$ cat config.mk
export PLATFORM = sky130hd
export DESIGN_NAME = apes_top
export DESIGN_NICKNAME = d
export VERILOG_FILES = /design/src/logic/apes_pkg.sv /design/src/logic/apes_axis_if.sv /design/src/logic/apes_axis.sv /design/src/logic/apes_top.sv
export VERILOG_INCLUDE_DIRS = /design/src /design/src/logic
export SDC_FILE = /design/constraint.sdc
export NUM_CORES = 1
export LEC_CHECK = 0
export ABC_CLOCK_PERIOD_IN_PS = 3800
export BUFFER_PORTS_ARGS = -buffer_cell sky130_fd_sc_hd__buf_2
export CAP_MARGIN = 20
export CORE_ASPECT_RATIO = 1.25
export CORE_MARGIN = 2
export CORE_UTILIZATION = 55
export CTS_CLUSTER_SIZE = 25
export DETAILED_ROUTE_END_ITERATION = 10
export PLACE_DENSITY = 0.79
export SLEW_MARGIN = 20
export SYNTH_ARGS = -nofsm -noshare
export SYNTH_HDL_FRONTEND = slang
export SYNTH_HIERARCHICAL = 1
export SYNTH_SLANG_ARGS = --single-unit
export TNS_END_PERCENT = 5
$ cat constraint.sdc
create_clock -name clk -period 3.8 [get_ports clk]
set_clock_uncertainty 0.15 [all_clocks]
set_input_delay 0.19 -clock clk [delete_from_list [all_inputs] [get_ports clk]]
set_output_delay 0.19 -clock clk [all_outputs]
set_load 0.005 [all_outputs]
$ cat src/logic/apes_params.svh
// Named constants of the axis error and stop block: axis count, code width,
// recorded error codes and reset values.
// Assumes inclusion by its bare name from the package and the design files.
`ifndef APES_PARAMS_SVH
`define APES_PARAMS_SVH

// Number of servo axes handled by the block.
`define APES_AXES 8
// Width of one recorded error code.
`define APES_CODE_W 8
// Width of the per-axis control mode code.
`define APES_MODE_W 4
// Two-flop synchroniser depth is fixed; this is the reset level of its stages.
`define APES_SYNC_RST 1'b0

// Error code recorded after reset, meaning no error.
`define APES_CODE_NONE 8'h00
// Ready flag cleared while an axis starts (decimal 200).
`define APES_ERR_READY_START 8'hc8
// Ready flag cleared during zero return (decimal 201).
`define APES_ERR_READY_ZR 8'hc9
// Stop command during zero return (decimal 202).
`define APES_ERR_STOP_ZR 8'hca
// Quick-stop command during zero return (decimal 203).
`define APES_ERR_QUICK_ZR 8'hcb
// Ready flag set again while still decelerating (decimal 204).
`define APES_ERR_READY_EARLY 8'hcc
// Keyboard emergency stop during zero return (decimal 206).
`define APES_ERR_KEY_ESTOP 8'hce
// Command position beyond the stroke limit (decimal 207).
`define APES_ERR_STROKE 8'hcf

`endif

$ cat src/logic/apes_pkg.sv
// Types shared by the axis error and stop block.
// Assumes apes_params.svh is on the include path.
`include "apes_params.svh"

package apes_pkg;

  // Control mode of one axis, as presented by the motion sequencer.
  typedef enum logic [`APES_MODE_W-1:0] {
    apes_mode_pos    = 4'h0,
    apes_mode_incr   = 4'h1,
    apes_mode_vel    = 4'h2,
    apes_mode_vpos   = 4'h3,
    apes_mode_vchg   = 4'h4,
    apes_mode_cv     = 4'h5,
    apes_mode_jog    = 4'h6,
    apes_mode_mpg    = 4'h7,
    apes_mode_zr     = 4'h8,
    apes_mode_follow = 4'h9
  } apes_mode_t;

  // Recorded error code of one axis.
  typedef logic [`APES_CODE_W-1:0] apes_code_t;

endpackage : apes_pkg

$ cat src/logic/apes_axis_if.sv
// Interface between the block top and one per-axis error and stop unit.
// Assumes all signals are synchronous to the block clock.
`include "apes_params.svh"

interface apes_axis_if;
  import apes_pkg::*;

  logic       ready_fall;  // Ready flag cleared this cycle.
  logic       ready_rise;  // Ready flag set this cycle.
  logic       estop;       // Keyboard emergency stop level.
  logic       stop_cmd;    // Synchronised stop command level.
  logic       quick_cmd;   // Synchronised quick-stop command level.
  logic       busy;        // Axis in motion.
  logic       starting;    // Axis starting on a sequencer request.
  logic       stopped;     // Axis has come to rest.
  logic       stroke_hit;  // Stroke-limit error applies to this axis.
  apes_mode_t mode;        // Current control mode.
  apes_code_t code;        // Held error code.
  logic       code_new;    // High in each cycle after a store condition held; stays high while the cause persists.
  logic       decel;       // Decelerating stop in progress.
  logic       immed;       // Immediate stop in progress.
  logic       rdecel;      // Decelerating because the ready flag fell.

  modport top  (output ready_fall, ready_rise, estop, stop_cmd, quick_cmd, busy, starting, stopped,
                stroke_hit, mode, input code, code_new, decel, immed, rdecel);
  modport axis (input ready_fall, ready_rise, estop, stop_cmd, quick_cmd, busy, starting, stopped,
                stroke_hit, mode, output code, code_new, decel, immed, rdecel);
endinterface : apes_axis_if

$ cat src/logic/apes_axis.sv
// Per-axis error recording and stop request unit.
// Assumes synchronised inputs from the block top through apes_axis_if.
`include "apes_params.svh"

module apes_axis
  import apes_pkg::*;
(
  input wire logic  clk,
  input wire logic  arst_n,
  apes_axis_if.axis ax
);

  logic       stop_prev_reg;
  logic       quick_prev_reg;
  apes_code_t code_reg;
  apes_code_t code_next;
  logic       new_reg;
  logic       decel_reg;
  logic       immed_reg;
  logic       rdecel_reg;
  logic       hit;
  logic       decel_req;
  logic       immed_req;
  logic       rdecel_req;
  logic       stop_rise;
  logic       quick_rise;
  logic       zr_busy;
  logic       stroke_mode;

  ////////////////////////////////////////////////////////////////////////////
  // Event decode.
  assign stop_rise   = ax.stop_cmd & ~stop_prev_reg;
  assign quick_rise  = ax.quick_cmd & ~quick_prev_reg;
  assign zr_busy     = ax.busy & (ax.mode == apes_mode_zr);
  assign stroke_mode = (ax.mode == apes_mode_pos) | (ax.mode == apes_mode_vchg) | (ax.mode == apes_mode_cv) |
                       (ax.mode == apes_mode_jog) | (ax.mode == apes_mode_follow);

  // Priority encoder: immediate stops win over decelerating ones.
  always_comb begin
    code_next  = code_reg;
    hit        = 1'b0;
    decel_req  = 1'b0;
    immed_req  = 1'b0;
    rdecel_req = 1'b0;
    // RULE6 and RULE4 immediate stops.
    if (zr_busy && (ax.estop || quick_rise)) begin
      hit       = 1'b1;
      immed_req = 1'b1;
      code_next = ax.estop ? `APES_ERR_KEY_ESTOP : `APES_ERR_QUICK_ZR;
    // RULE3 stop ends return.
    end else if (zr_busy && stop_rise) begin
      hit       = 1'b1;
      decel_req = 1'b1;
      code_next = `APES_ERR_STOP_ZR;
    // RULE2 ready drop halts return.
    end else if (zr_busy && ax.ready_fall) begin
      hit        = 1'b1;
      decel_req  = 1'b1;
      rdecel_req = 1'b1;
      code_next  = `APES_ERR_READY_ZR;
    // RULE1 ready drop at start.
    end else if (ax.starting && (ax.mode != apes_mode_zr) && ax.ready_fall) begin
      hit        = 1'b1;
      decel_req  = 1'b1;
      rdecel_req = 1'b1;
      code_next  = `APES_ERR_READY_START;
    // RULE7 stroke limit stop.
    end else if (ax.stroke_hit && stroke_mode) begin
      hit       = 1'b1;
      decel_req = 1'b1;
      code_next = `APES_ERR_STROKE;
    // RULE5 early ready recorded.
    end else if (ax.ready_rise && rdecel_reg) begin
      hit       = 1'b1;
      code_next = `APES_ERR_READY_EARLY;
    end
  end

  // Command edge history.
  always_ff @(posedge clk or negedge arst_n) begin
    if (!arst_n) begin
      stop_prev_reg  <= 1'b0;
      quick_prev_reg <= 1'b0;
    end else begin
      stop_prev_reg  <= ax.stop_cmd;
      quick_prev_reg <= ax.quick_cmd;
    end
  end

  // RULE13 held error code.
  always_ff @(posedge clk or negedge arst_n) begin
    if (!arst_n) begin
      code_reg <= `APES_CODE_NONE;
      new_reg  <= 1'b0;
    end else begin
      code_reg <= code_next;
      new_reg  <= hit;
    end
  end

  // Stop requests hold until the axis rests; a new request wins over the clear.
  always_ff @(posedge clk or negedge arst_n) begin
    if (!arst_n) begin
      decel_reg  <= 1'b0;
      immed_reg  <= 1'b0;
      rdecel_reg <= 1'b0;
    end else begin
      if (immed_req) begin
        immed_reg <= 1'b1;
        decel_reg <= 1'b0;
      end else if (decel_req) begin
        decel_reg <= ~immed_reg;
      end else if (ax.stopped) begin
        decel_reg <= 1'b0;
        immed_reg <= 1'b0;
      end
      if (rdecel_req) begin
        rdecel_reg <= 1'b1;
      end else if (ax.stopped) begin
        rdecel_reg <= 1'b0;
      end
    end
  end

  assign ax.code     = code_reg;
  assign ax.code_new = new_reg;
  assign ax.decel    = decel_reg;
  assign ax.immed    = immed_reg;
  assign ax.rdecel   = rdecel_reg;
endmodule : apes_axis

$ cat src/logic/apes_top.sv
// Top of the axis positioning error and stop block: input synchronisers,
// ready flag handling, stroke error spreading and one unit per axis.
// Assumes a single 10 MHz clock; every input may come from another domain.
// Summary of operation
// RULE1: Ready drop while starting: code 200, decelerate.
// RULE2: Ready drop in zero return: code 201, halt.
// RULE3: Stop command in zero return: code 202.
// RULE4: Quick stop in zero return: code 203, immediate.
// RULE5: Ready set while decelerating: code 204, ignored.
// RULE6: Keyboard emergency stop in zero return: 206, immediate.
// RULE7: Stroke limit exceeded: code 207, decelerate; the code records it only in the pos, vchg, cv, jog and follow modes.
// RULE8: Circular stores offender only; linear stores all.
// RULE9: Sequencer restores ready or commands before retrying.
// RULE10: Dog return retried after moving back before dog.
// RULE11: Count return retried directly if dog active.
// RULE12: Sequencer sets ready only after all stopped.
// RULE13: Per-axis code held until overwritten or reset.
`include "apes_params.svh"

module apes_top
  import apes_pkg::*;
(
  input  wire logic                                       clk,
  input  wire logic                                       arst_n,
  input  wire logic                                       controller_ready_flag,
  input  wire logic                                       key_emergency_stop,
  input  wire logic                                       interp_linear,
  input  wire logic [`APES_AXES-1:0]                      axis_stop_command,
  input  wire logic [`APES_AXES-1:0]                      axis_quick_stop_command,
  input  wire logic [`APES_AXES-1:0]                      axis_busy,
  input  wire logic [`APES_AXES-1:0]                      axis_starting,
  input  wire logic [`APES_AXES-1:0]                      axis_stopped,
  input  wire logic [`APES_AXES-1:0]                      stroke_exceed,
  input  wire logic [`APES_AXES-1:0]                      interp_member,
  input  wire logic [`APES_AXES-1:0][`APES_MODE_W-1:0]    axis_mode,
  output logic      [`APES_AXES-1:0][`APES_CODE_W-1:0]    error_code,
  output logic      [`APES_AXES-1:0]                      error_new,
  output logic      [`APES_AXES-1:0]                      axis_decel_stop,
  output logic      [`APES_AXES-1:0]                      axis_immediate_stop,
  output logic                                            controller_ready_accepted,
  output logic                                            ready_set_ignored
);

  localparam int N  = `APES_AXES;
  localparam int SW = 3 + 7 * N + `APES_MODE_W * N;

  logic [SW-1:0]                      sync_in;
  logic [SW-1:0]                      sync1_reg;
  logic [SW-1:0]                      sync2_reg;
  logic                               estop_s;
  logic                               ready_s;
  logic                               lin_s;
  logic [N-1:0]                       stop_s;
  logic [N-1:0]                       quick_s;
  logic [N-1:0]                       busy_s;
  logic [N-1:0]                       start_s;
  logic [N-1:0]                       stopped_s;
  logic [N-1:0]                       stroke_s;
  logic [N-1:0]                       member_s;
  logic [N-1:0][`APES_MODE_W-1:0]     mode_s;
  logic                               ready_prev_reg;
  logic                               ready_rise;
  logic                               ready_fall;
  logic                               lin_exceed;
  logic [N-1:0]                       hit;
  logic [N-1:0]                       rdecel;
  logic                               any_rdecel;
  logic                               accepted_reg;
  logic                               ignored_reg;

  ////////////////////////////////////////////////////////////////////////////
  // Input synchronisers: the first stage feeds only the second.
  assign sync_in = {key_emergency_stop, controller_ready_flag, interp_linear, axis_stop_command,
                    axis_quick_stop_command, axis_busy, axis_starting, axis_stopped, stroke_exceed,
                    interp_member, axis_mode};

  // Two-flop capture of every outside input.
  always_ff @(posedge clk or negedge arst_n) begin
    if (!arst_n) begin
      sync1_reg <= {SW{`APES_SYNC_RST}};
      sync2_reg <= {SW{`APES_SYNC_RST}};
    end else begin
      sync1_reg <= sync_in;
      sync2_reg <= sync1_reg;
    end
  end

  // Unpacking of the synchronised vector.
  assign {estop_s, ready_s, lin_s, stop_s, quick_s, busy_s, start_s, stopped_s, stroke_s,
          member_s, mode_s} = sync2_reg;

  ////////////////////////////////////////////////////////////////////////////
  // Ready flag edges.
  always_ff @(posedge clk or negedge arst_n) begin
    if (!arst_n) begin
      ready_prev_reg <= 1'b0;
    end else begin
      ready_prev_reg <= ready_s;
    end
  end

  assign ready_rise = ready_s & ~ready_prev_reg;
  assign ready_fall = ~ready_s & ready_prev_reg;
  assign any_rdecel = |rdecel;

  // RULE5 ignore early ready.
  // RULE12 relies on ordered setting.
  always_ff @(posedge clk or negedge arst_n) begin
    if (!arst_n) begin
      accepted_reg <= 1'b0;
      ignored_reg  <= 1'b0;
    end else begin
      ignored_reg <= ready_rise & any_rdecel;
      if (ready_fall) begin
        accepted_reg <= 1'b0;
      end else if (ready_rise) begin
        accepted_reg <= ~any_rdecel;
      end
    end
  end

  assign controller_ready_accepted = accepted_reg;
  assign ready_set_ignored         = ignored_reg;

  ////////////////////////////////////////////////////////////////////////////
  // Stroke error spreading over an interpolation group.
  // RULE8 circular versus linear.
  assign lin_exceed = |(stroke_s & member_s);

  // One error and stop unit per axis.
  for (genvar i = 0; i < N; i++) begin : g_axis
    apes_axis_if u_if ();

    assign hit[i]            = stroke_s[i] | (lin_s & member_s[i] & lin_exceed);
    assign u_if.ready_fall   = ready_fall;
    assign u_if.ready_rise   = ready_rise;
    assign u_if.estop        = estop_s;
    assign u_if.stop_cmd     = stop_s[i];
    assign u_if.quick_cmd    = quick_s[i];
    assign u_if.busy         = busy_s[i];
    assign u_if.starting     = start_s[i];
    assign u_if.stopped      = stopped_s[i];
    assign u_if.stroke_hit   = hit[i];
    assign u_if.mode         = apes_mode_t'(mode_s[i]);
    assign rdecel[i]         = u_if.rdecel;
    assign error_code[i]     = u_if.code;
    assign error_new[i]      = u_if.code_new;
    assign axis_decel_stop[i]     = u_if.decel;
    assign axis_immediate_stop[i] = u_if.immed;

    apes_axis u_axis (
      .clk    (clk),
      .arst_n (arst_n),
      .ax     (u_if)
    );

  end
endmodule : apes_top

### Word-level counts from Yosys, hierarchy flattened

Index checks and enable logic that the tools add are counted.

| storage, ports and cells | value |
|---|---|
| logic and storage cells | 570 |
| bits of input ports | 93 |
| output and inout bits | 90 |
| flip-flop bits (word level) | 297 |

| operators by class | value |
|---|---|
| bitwise operators | 111 |
| multiplexer cells | 227 |
| equal/unequal tests | 56 |
| reduce and logical (&&, ||, !) cells | 115 |

Operators by type and width:

| kind | count |
|---|---|
| 8-bit two-way mux | 48 |
| 1-bit two-way mux | 178 |
| 4-bit by 3-bit == test with 1-bit output, second input constant | 24 |
| 4-bit == test, second input constant | 16 |
| 1-bit logical AND | 56 |
| 6-bit nonzero test | 8 |
| 1-bit AND | 43 |
| 1-bit OR | 40 |
| 2-bit nonzero test | 17 |
| 4-bit zero test | 8 |
| 4-bit inequality test, second input constant | 8 |
| 1-bit inverter | 27 |
| 3-bit nonzero test | 8 |
| 2-bit inequality test, second input constant | 8 |
| 2-bit AND reduction | 8 |
| 8-bit OR reduction | 2 |
| 8-bit AND | 1 |
| 1-bit logical OR | 8 |
| 3-bit two-way mux | 1 |

### Depth between registers and ports, before layout

| logic depth | value |
|---|---|
| depth in word-level cells | 13 |
| gate-level depth with buffers | 7 |
| mapped depth without buffers | 7 |

### Hierarchy

Netlist, hierarchy kept.

By module, submodules not included:

| module | times used | sequential area each (um2) | cells an instance | area each (um2) |
|---|---|---|---|---|
| apes_top | 1 | 4629.4 | 233 | 5034.8 |
| apes_axis | 8 | 250.2 | 54 | 554.3 |

### Worst setup path before layout

Ideal clock, no wire load.

| timing path | value |
|---|---|
| path kind | register -> register |
| start | reg sync2_reg[89] |
| end | reg g_axis[0].u_axis.code_reg[1] |
| slack | 1.806 ns |
| arrival time | 1.697 ns |
| stages on the path, launching flop included | 7 |
| buffers on the path | 0 |
| period minus slack after synthesis | 1.994 ns |
| library setup time | 0.148 ns |
| cell sequence | dfrtp_1 -> inv_1 -> ha_1 -> nand3b_1 -> o21ai_1 -> nand3b_4 -> o221ai_1 |

| on the way | value |
|---|---|
| longest elaborated chain between the ends | 7 |
| elaborated cells on any way between the ends | 11 |
| those cells by class | mux: 4; bitwise: 3; reduce/logical: 4 |

RTL lines:

| element | RTL line | text |
|---|---|---|
| start: declaration | apes_top.sv:49 | `logic [SW-1:0] sync2_reg;` |
| start signal: assignment | apes_top.sv:81 | `` sync2_reg <= {SW{`APES_SYNC_RST}}; `` |
| start signal: assignment | apes_top.sv:84 | `sync2_reg <= sync1_reg;` |
| 1-bit inverter * | apes_top.sv:103 | `assign ready_fall = ~ready_s & ready_prev_reg;` |
| 1-bit AND * | apes_top.sv:103 |  |
| via g_axis[0].u_if.ready_fall | apes_axis_if.sv:8 | `logic ready_fall;` |
| 1-bit logical AND | apes_axis.sv:62 | `end else if (ax.starting && (ax.mode != apes_mode_zr) && ax.ready_fall) begin` |
| 8-bit two-way mux | apes_axis.sv:62 |  |
| 8-bit two-way mux | apes_axis.sv:56 | `end else if (zr_busy && ax.ready_fall) begin` |
| 8-bit two-way mux | apes_axis.sv:51 | `end else if (zr_busy && stop_rise) begin` |
| 8-bit two-way mux | apes_axis.sv:46 | `if (zr_busy && (ax.estop \|\| quick_rise)) begin` |
| end signal: assignment | apes_axis.sv:93 | `` code_reg <= `APES_CODE_NONE; `` |
| end signal: assignment | apes_axis.sv:96 | `code_reg <= code_next;` |
| end: declaration | apes_axis.sv:15 | `apes_code_t code_reg;` |

The timed path passes the listed nets; every way through them passes the cells marked *.
A chain may end at the register's enable or synchronous reset.

### Worst setup path in the final report

| timing path | value |
|---|---|
| start | reg sync2_reg[89] |
| end | reg g_axis[7].u_axis.code_reg[1] |

| on the way | value |
|---|---|
| longest elaborated chain between the ends | 7 |
| elaborated cells on any way between the ends | 11 |
| those cells by class | mux: 4; bitwise: 3; reduce/logical: 4 |

RTL lines:

| element | RTL line |
|---|---|
| 1-bit inverter * | apes_top.sv:103 |
| 1-bit AND * | apes_top.sv:103 |
| via g_axis[0].u_if.ready_fall | apes_axis_if.sv:8 |
| 1-bit logical AND | apes_axis.sv:62 |
| 8-bit two-way mux | apes_axis.sv:62 |
| 8-bit two-way mux | apes_axis.sv:56 |
| 8-bit two-way mux | apes_axis.sv:51 |
| 8-bit two-way mux | apes_axis.sv:46 |
| end signal: assignment | apes_axis.sv:93 |
| end signal: assignment | apes_axis.sv:96 |
| end: declaration | apes_axis.sv:15 |

Marks and branches as above.

==> summary.txt <==
Global route
  • All-layer global routing usage: 21.2%
  • Initial antenna violation count: 0
  • Vias in the first global route: 6049
  • Total gr overflow: 0
  • Wire length of the first global-routing pass: 29.9 mm
  • Largest net degree at the start of global routing: 103

Power and ir drop
  • P per Cell Area: 523 nW/µm²
  • VDD IR max: 0.446 mV
  • Leakage: 5.56 nW

Synth
  • Synth warn: 6
  • Count of different cell masters after synthesis: 32
  • Number of synthesized register bits: 265
  • Gate Count Post-Synth: 665
  • Share of the yosys chip area belonging to registers: 70.0%
  • Mapped Area: 9470 µm²
  • Synth Area per Inst: 14.2 µm²

Clocking
  • Post-CTS Setup Inserts: 0
  • Post-CTS Hold Buffers: 92
  • Root buffer cell: clkbuf_16
  • Clock Sinks: 265
  • TritonCTS buffer count: 24
  • Clk Latency, worst-skew pair: 510 ps
  • PostCTS Resize Cnt: 0
  • TritonCTS clock tree: built
  • H-tree Lvls: 1
  • Clock transition at path regs: 70 ps
  • Clk buf depth: 3

STA
  • TNS Setup: 0 ps
  • Final WS setup: 1720 ps
  • Worst-Margin Slew: 568 ps
  • Peak Freq: 481 MHz
  • Fin crit share: 54.7%
  • Final Hold Fails: 0
  • Relative slew slack: 61.8%
  • Final Critical Period: 2080 ps
  • Endpoints failing setup: 0
  • Fin. max-slew vios: 0
  • Unrepaired setup endpoints after global routing: false

Placed design
  • Buffers on Ports: 166
  • Setup slack at placement: 1840 ps
  • Routability cong.: 0.856
  • Placed cells: 1008
  • Post-DP HPWL: 11.5 mm
  • Post-placement cell area: 10200 µm²

Floorplan
  • Die Area: 18300 µm²
  • Placeable Area: 16800 µm²
  • Row cnt: 53
  • Die Y: 151 µm
  • I/O Pins: 183
  • Overall die width: 121 µm
  • Initial Utilization: 56.2%

Finish
  • P&R area growth vs syn: 27.3%
  • # diodes: 0
  • Most frequent cells in the layout: 265 x dfrtp_1, 165 x buf_2, 92 x dlygate4sd3_1
  • Fin cells: 1143
  • Design Area, Final: 12100 µm²
  • Final #Nets: 1001
  • Share of layout cells above drive strength 1: 27.2%
  • Commonest non-fill, non-tap cell in the layout: dfrtp_1

Routing
  • DRT Pass-1 Iters: 4
  • Avg Vias per Cell: 5.02
  • DRC errors left: 0
  • Vias: 5738
  • Post-DR wirelength/cell: 16.6 µm
  • Antenna Nets Post-Route: 0
  • First DRT Iteration DRCs: 357
  • Routed WL: 18.9 mm

Critical path
  • CP arrival: 2320 ps
  • Req. time, crit path: 4040 ps
  • CP Max Fanout: 33
  • Critical path type: flop to flop
  • CP endpoint kind: flop
  • Critical Path Start Type: flop

Job
  • Max-cap viol count: 0

Min path
  • Min-Delay Path Class: input pin to asynchronous set/reset pin

Outcome
  • Status: finished, final reports clean
[power breakdown]
group	total [W]	internal, W	switching, W
Sequential	0.00312	0.00302	0.000107
Combinational	0.000564	0.000281	0.000282
Clock	0.00262	0.00160	0.00102
Total	0.00631	0.00490	0.00141
[critical path, stage by stage, from the launching register on]
cell and delay [ps]:
dfrtp_1 360, inv_1 50, ha_1 190, buf_4 260, nor4_1 300, o21ai_1 120
nand3b_4 200, o221ai_1 320
[synth_stat cells]
master,instances,share of area (%)
nand2b_1,8,0.53
o21ai_1,24,1.3
a2bb2oi_1,8,0.74
o31ai_1,9,0.71
a21o_1,8,0.63
nor4bb_1,8,0.85
inv_1,43,1.7
nor2_1,16,0.63
a22oi_4,2,0.45
nand2_1,42,1.7
buf_4,56,4.4
o22a_1,8,0.74
a211oi_1,8,0.63
nor4_1,10,0.66
nor4b_2,8,1.3
o211ai_2,8,1.1
nand3b_1,16,1.3
o31ai_4,8,1.8
mux2i_1,8,0.85
and2_1,9,0.59
nand3b_4,8,1.7
or2_1,8,0.53
conb_1,8,0.32
dfrtp_1,265,70
ha_1,2,0.26
o221ai_1,8,0.74
nor3_1,8,0.42
a41oi_4,1,0.29
o21ai_0,24,1.3
nor2b_1,16,1.1
a22oi_2,2,0.26
o21a_1,8,0.63
[cell families after synthesis]
| family | after synthesis | share of synthesized area [%] |
|---|---|---|
| flip-flops | 265 | 70.0 |
| AND/OR/NAND/NOR | 157 | 11.2 |
| AO/OA/AOI/OAI | 126 | 11.2 |
| adder cells (fa/ha/maj) | 2 | 0.264 |
| other | 8 | 0.317 |
| multiplexers | 8 | 0.846 |
| buffers and inverters | 99 | 6.14 |
[final cells by class]
class                   instances  area, µm²
multi-input cells             309       2290
well taps                     220        275
inverters                      43        161
clock inverters                15        218
fillers                      1046       4790
clock buffers                  28        667
flip-flops and latches        265       6630
repair buffers                263       1810
[through the flow]
stage / hold WS, ps / util (%) / power (W)
after detailed placement: 42.2 / 60.8 / 0.00366
final: 70.1 / 71.5 / 0.00631
after CTS: 94.4 / 71.5 / 0.00636
after global routing: 127 / 71.5 / 0.00656
after global placement: 32.6 / 60.8 / 0.00364
after floorplan: -256 / - / 0.00344
[worst paths after layout]
| kind | depth (start not counted) | slack, ps | end | from |
|---|---|---|---|---|
| max in group asynchronous | 3 | 2430 | sync1_reg[70]$_DFF_PN0_ | arst_n |
| setup reg to reg | 7 | 1720 | g_axis[7].u_axis/ax.code[1]$_DFFE_PN0P_ | sync2_reg[89]$_DFF_PN0_ |
| hold reg to reg | 0 | 200 | sync2_reg[45]$_DFF_PN0_ | sync1_reg[45]$_DFF_PN0_ |
| setup / recovery | 7 | 1720 | g_axis[7].u_axis/ax.code[1]$_DFFE_PN0P_ | sync2_reg[89]$_DFF_PN0_ |
| min in group clk | 2 | 170 | sync1_reg[12]$_DFF_PN0_ | axis_mode[12] |
| hold / removal | 2 | 70 | sync2_reg[77]$_DFF_PN0_ | arst_n |
[per-layer routing]
metal | global-route usage [%] | wire length [µm] | part of all wire (%) | vias up
met4 | 6.90 | 557 | 2.9 | 0
met5 | 0 | 0 | 0 | -
met3 | 3.56 | 958 | 5.1 | 48
met2 | 38.8 | 10100 | 53 | 190
met1 | 25.5 | 7300 | 39 | 2809
li1 | - | - | - | 2691
(Power assumes the default switching activity.)
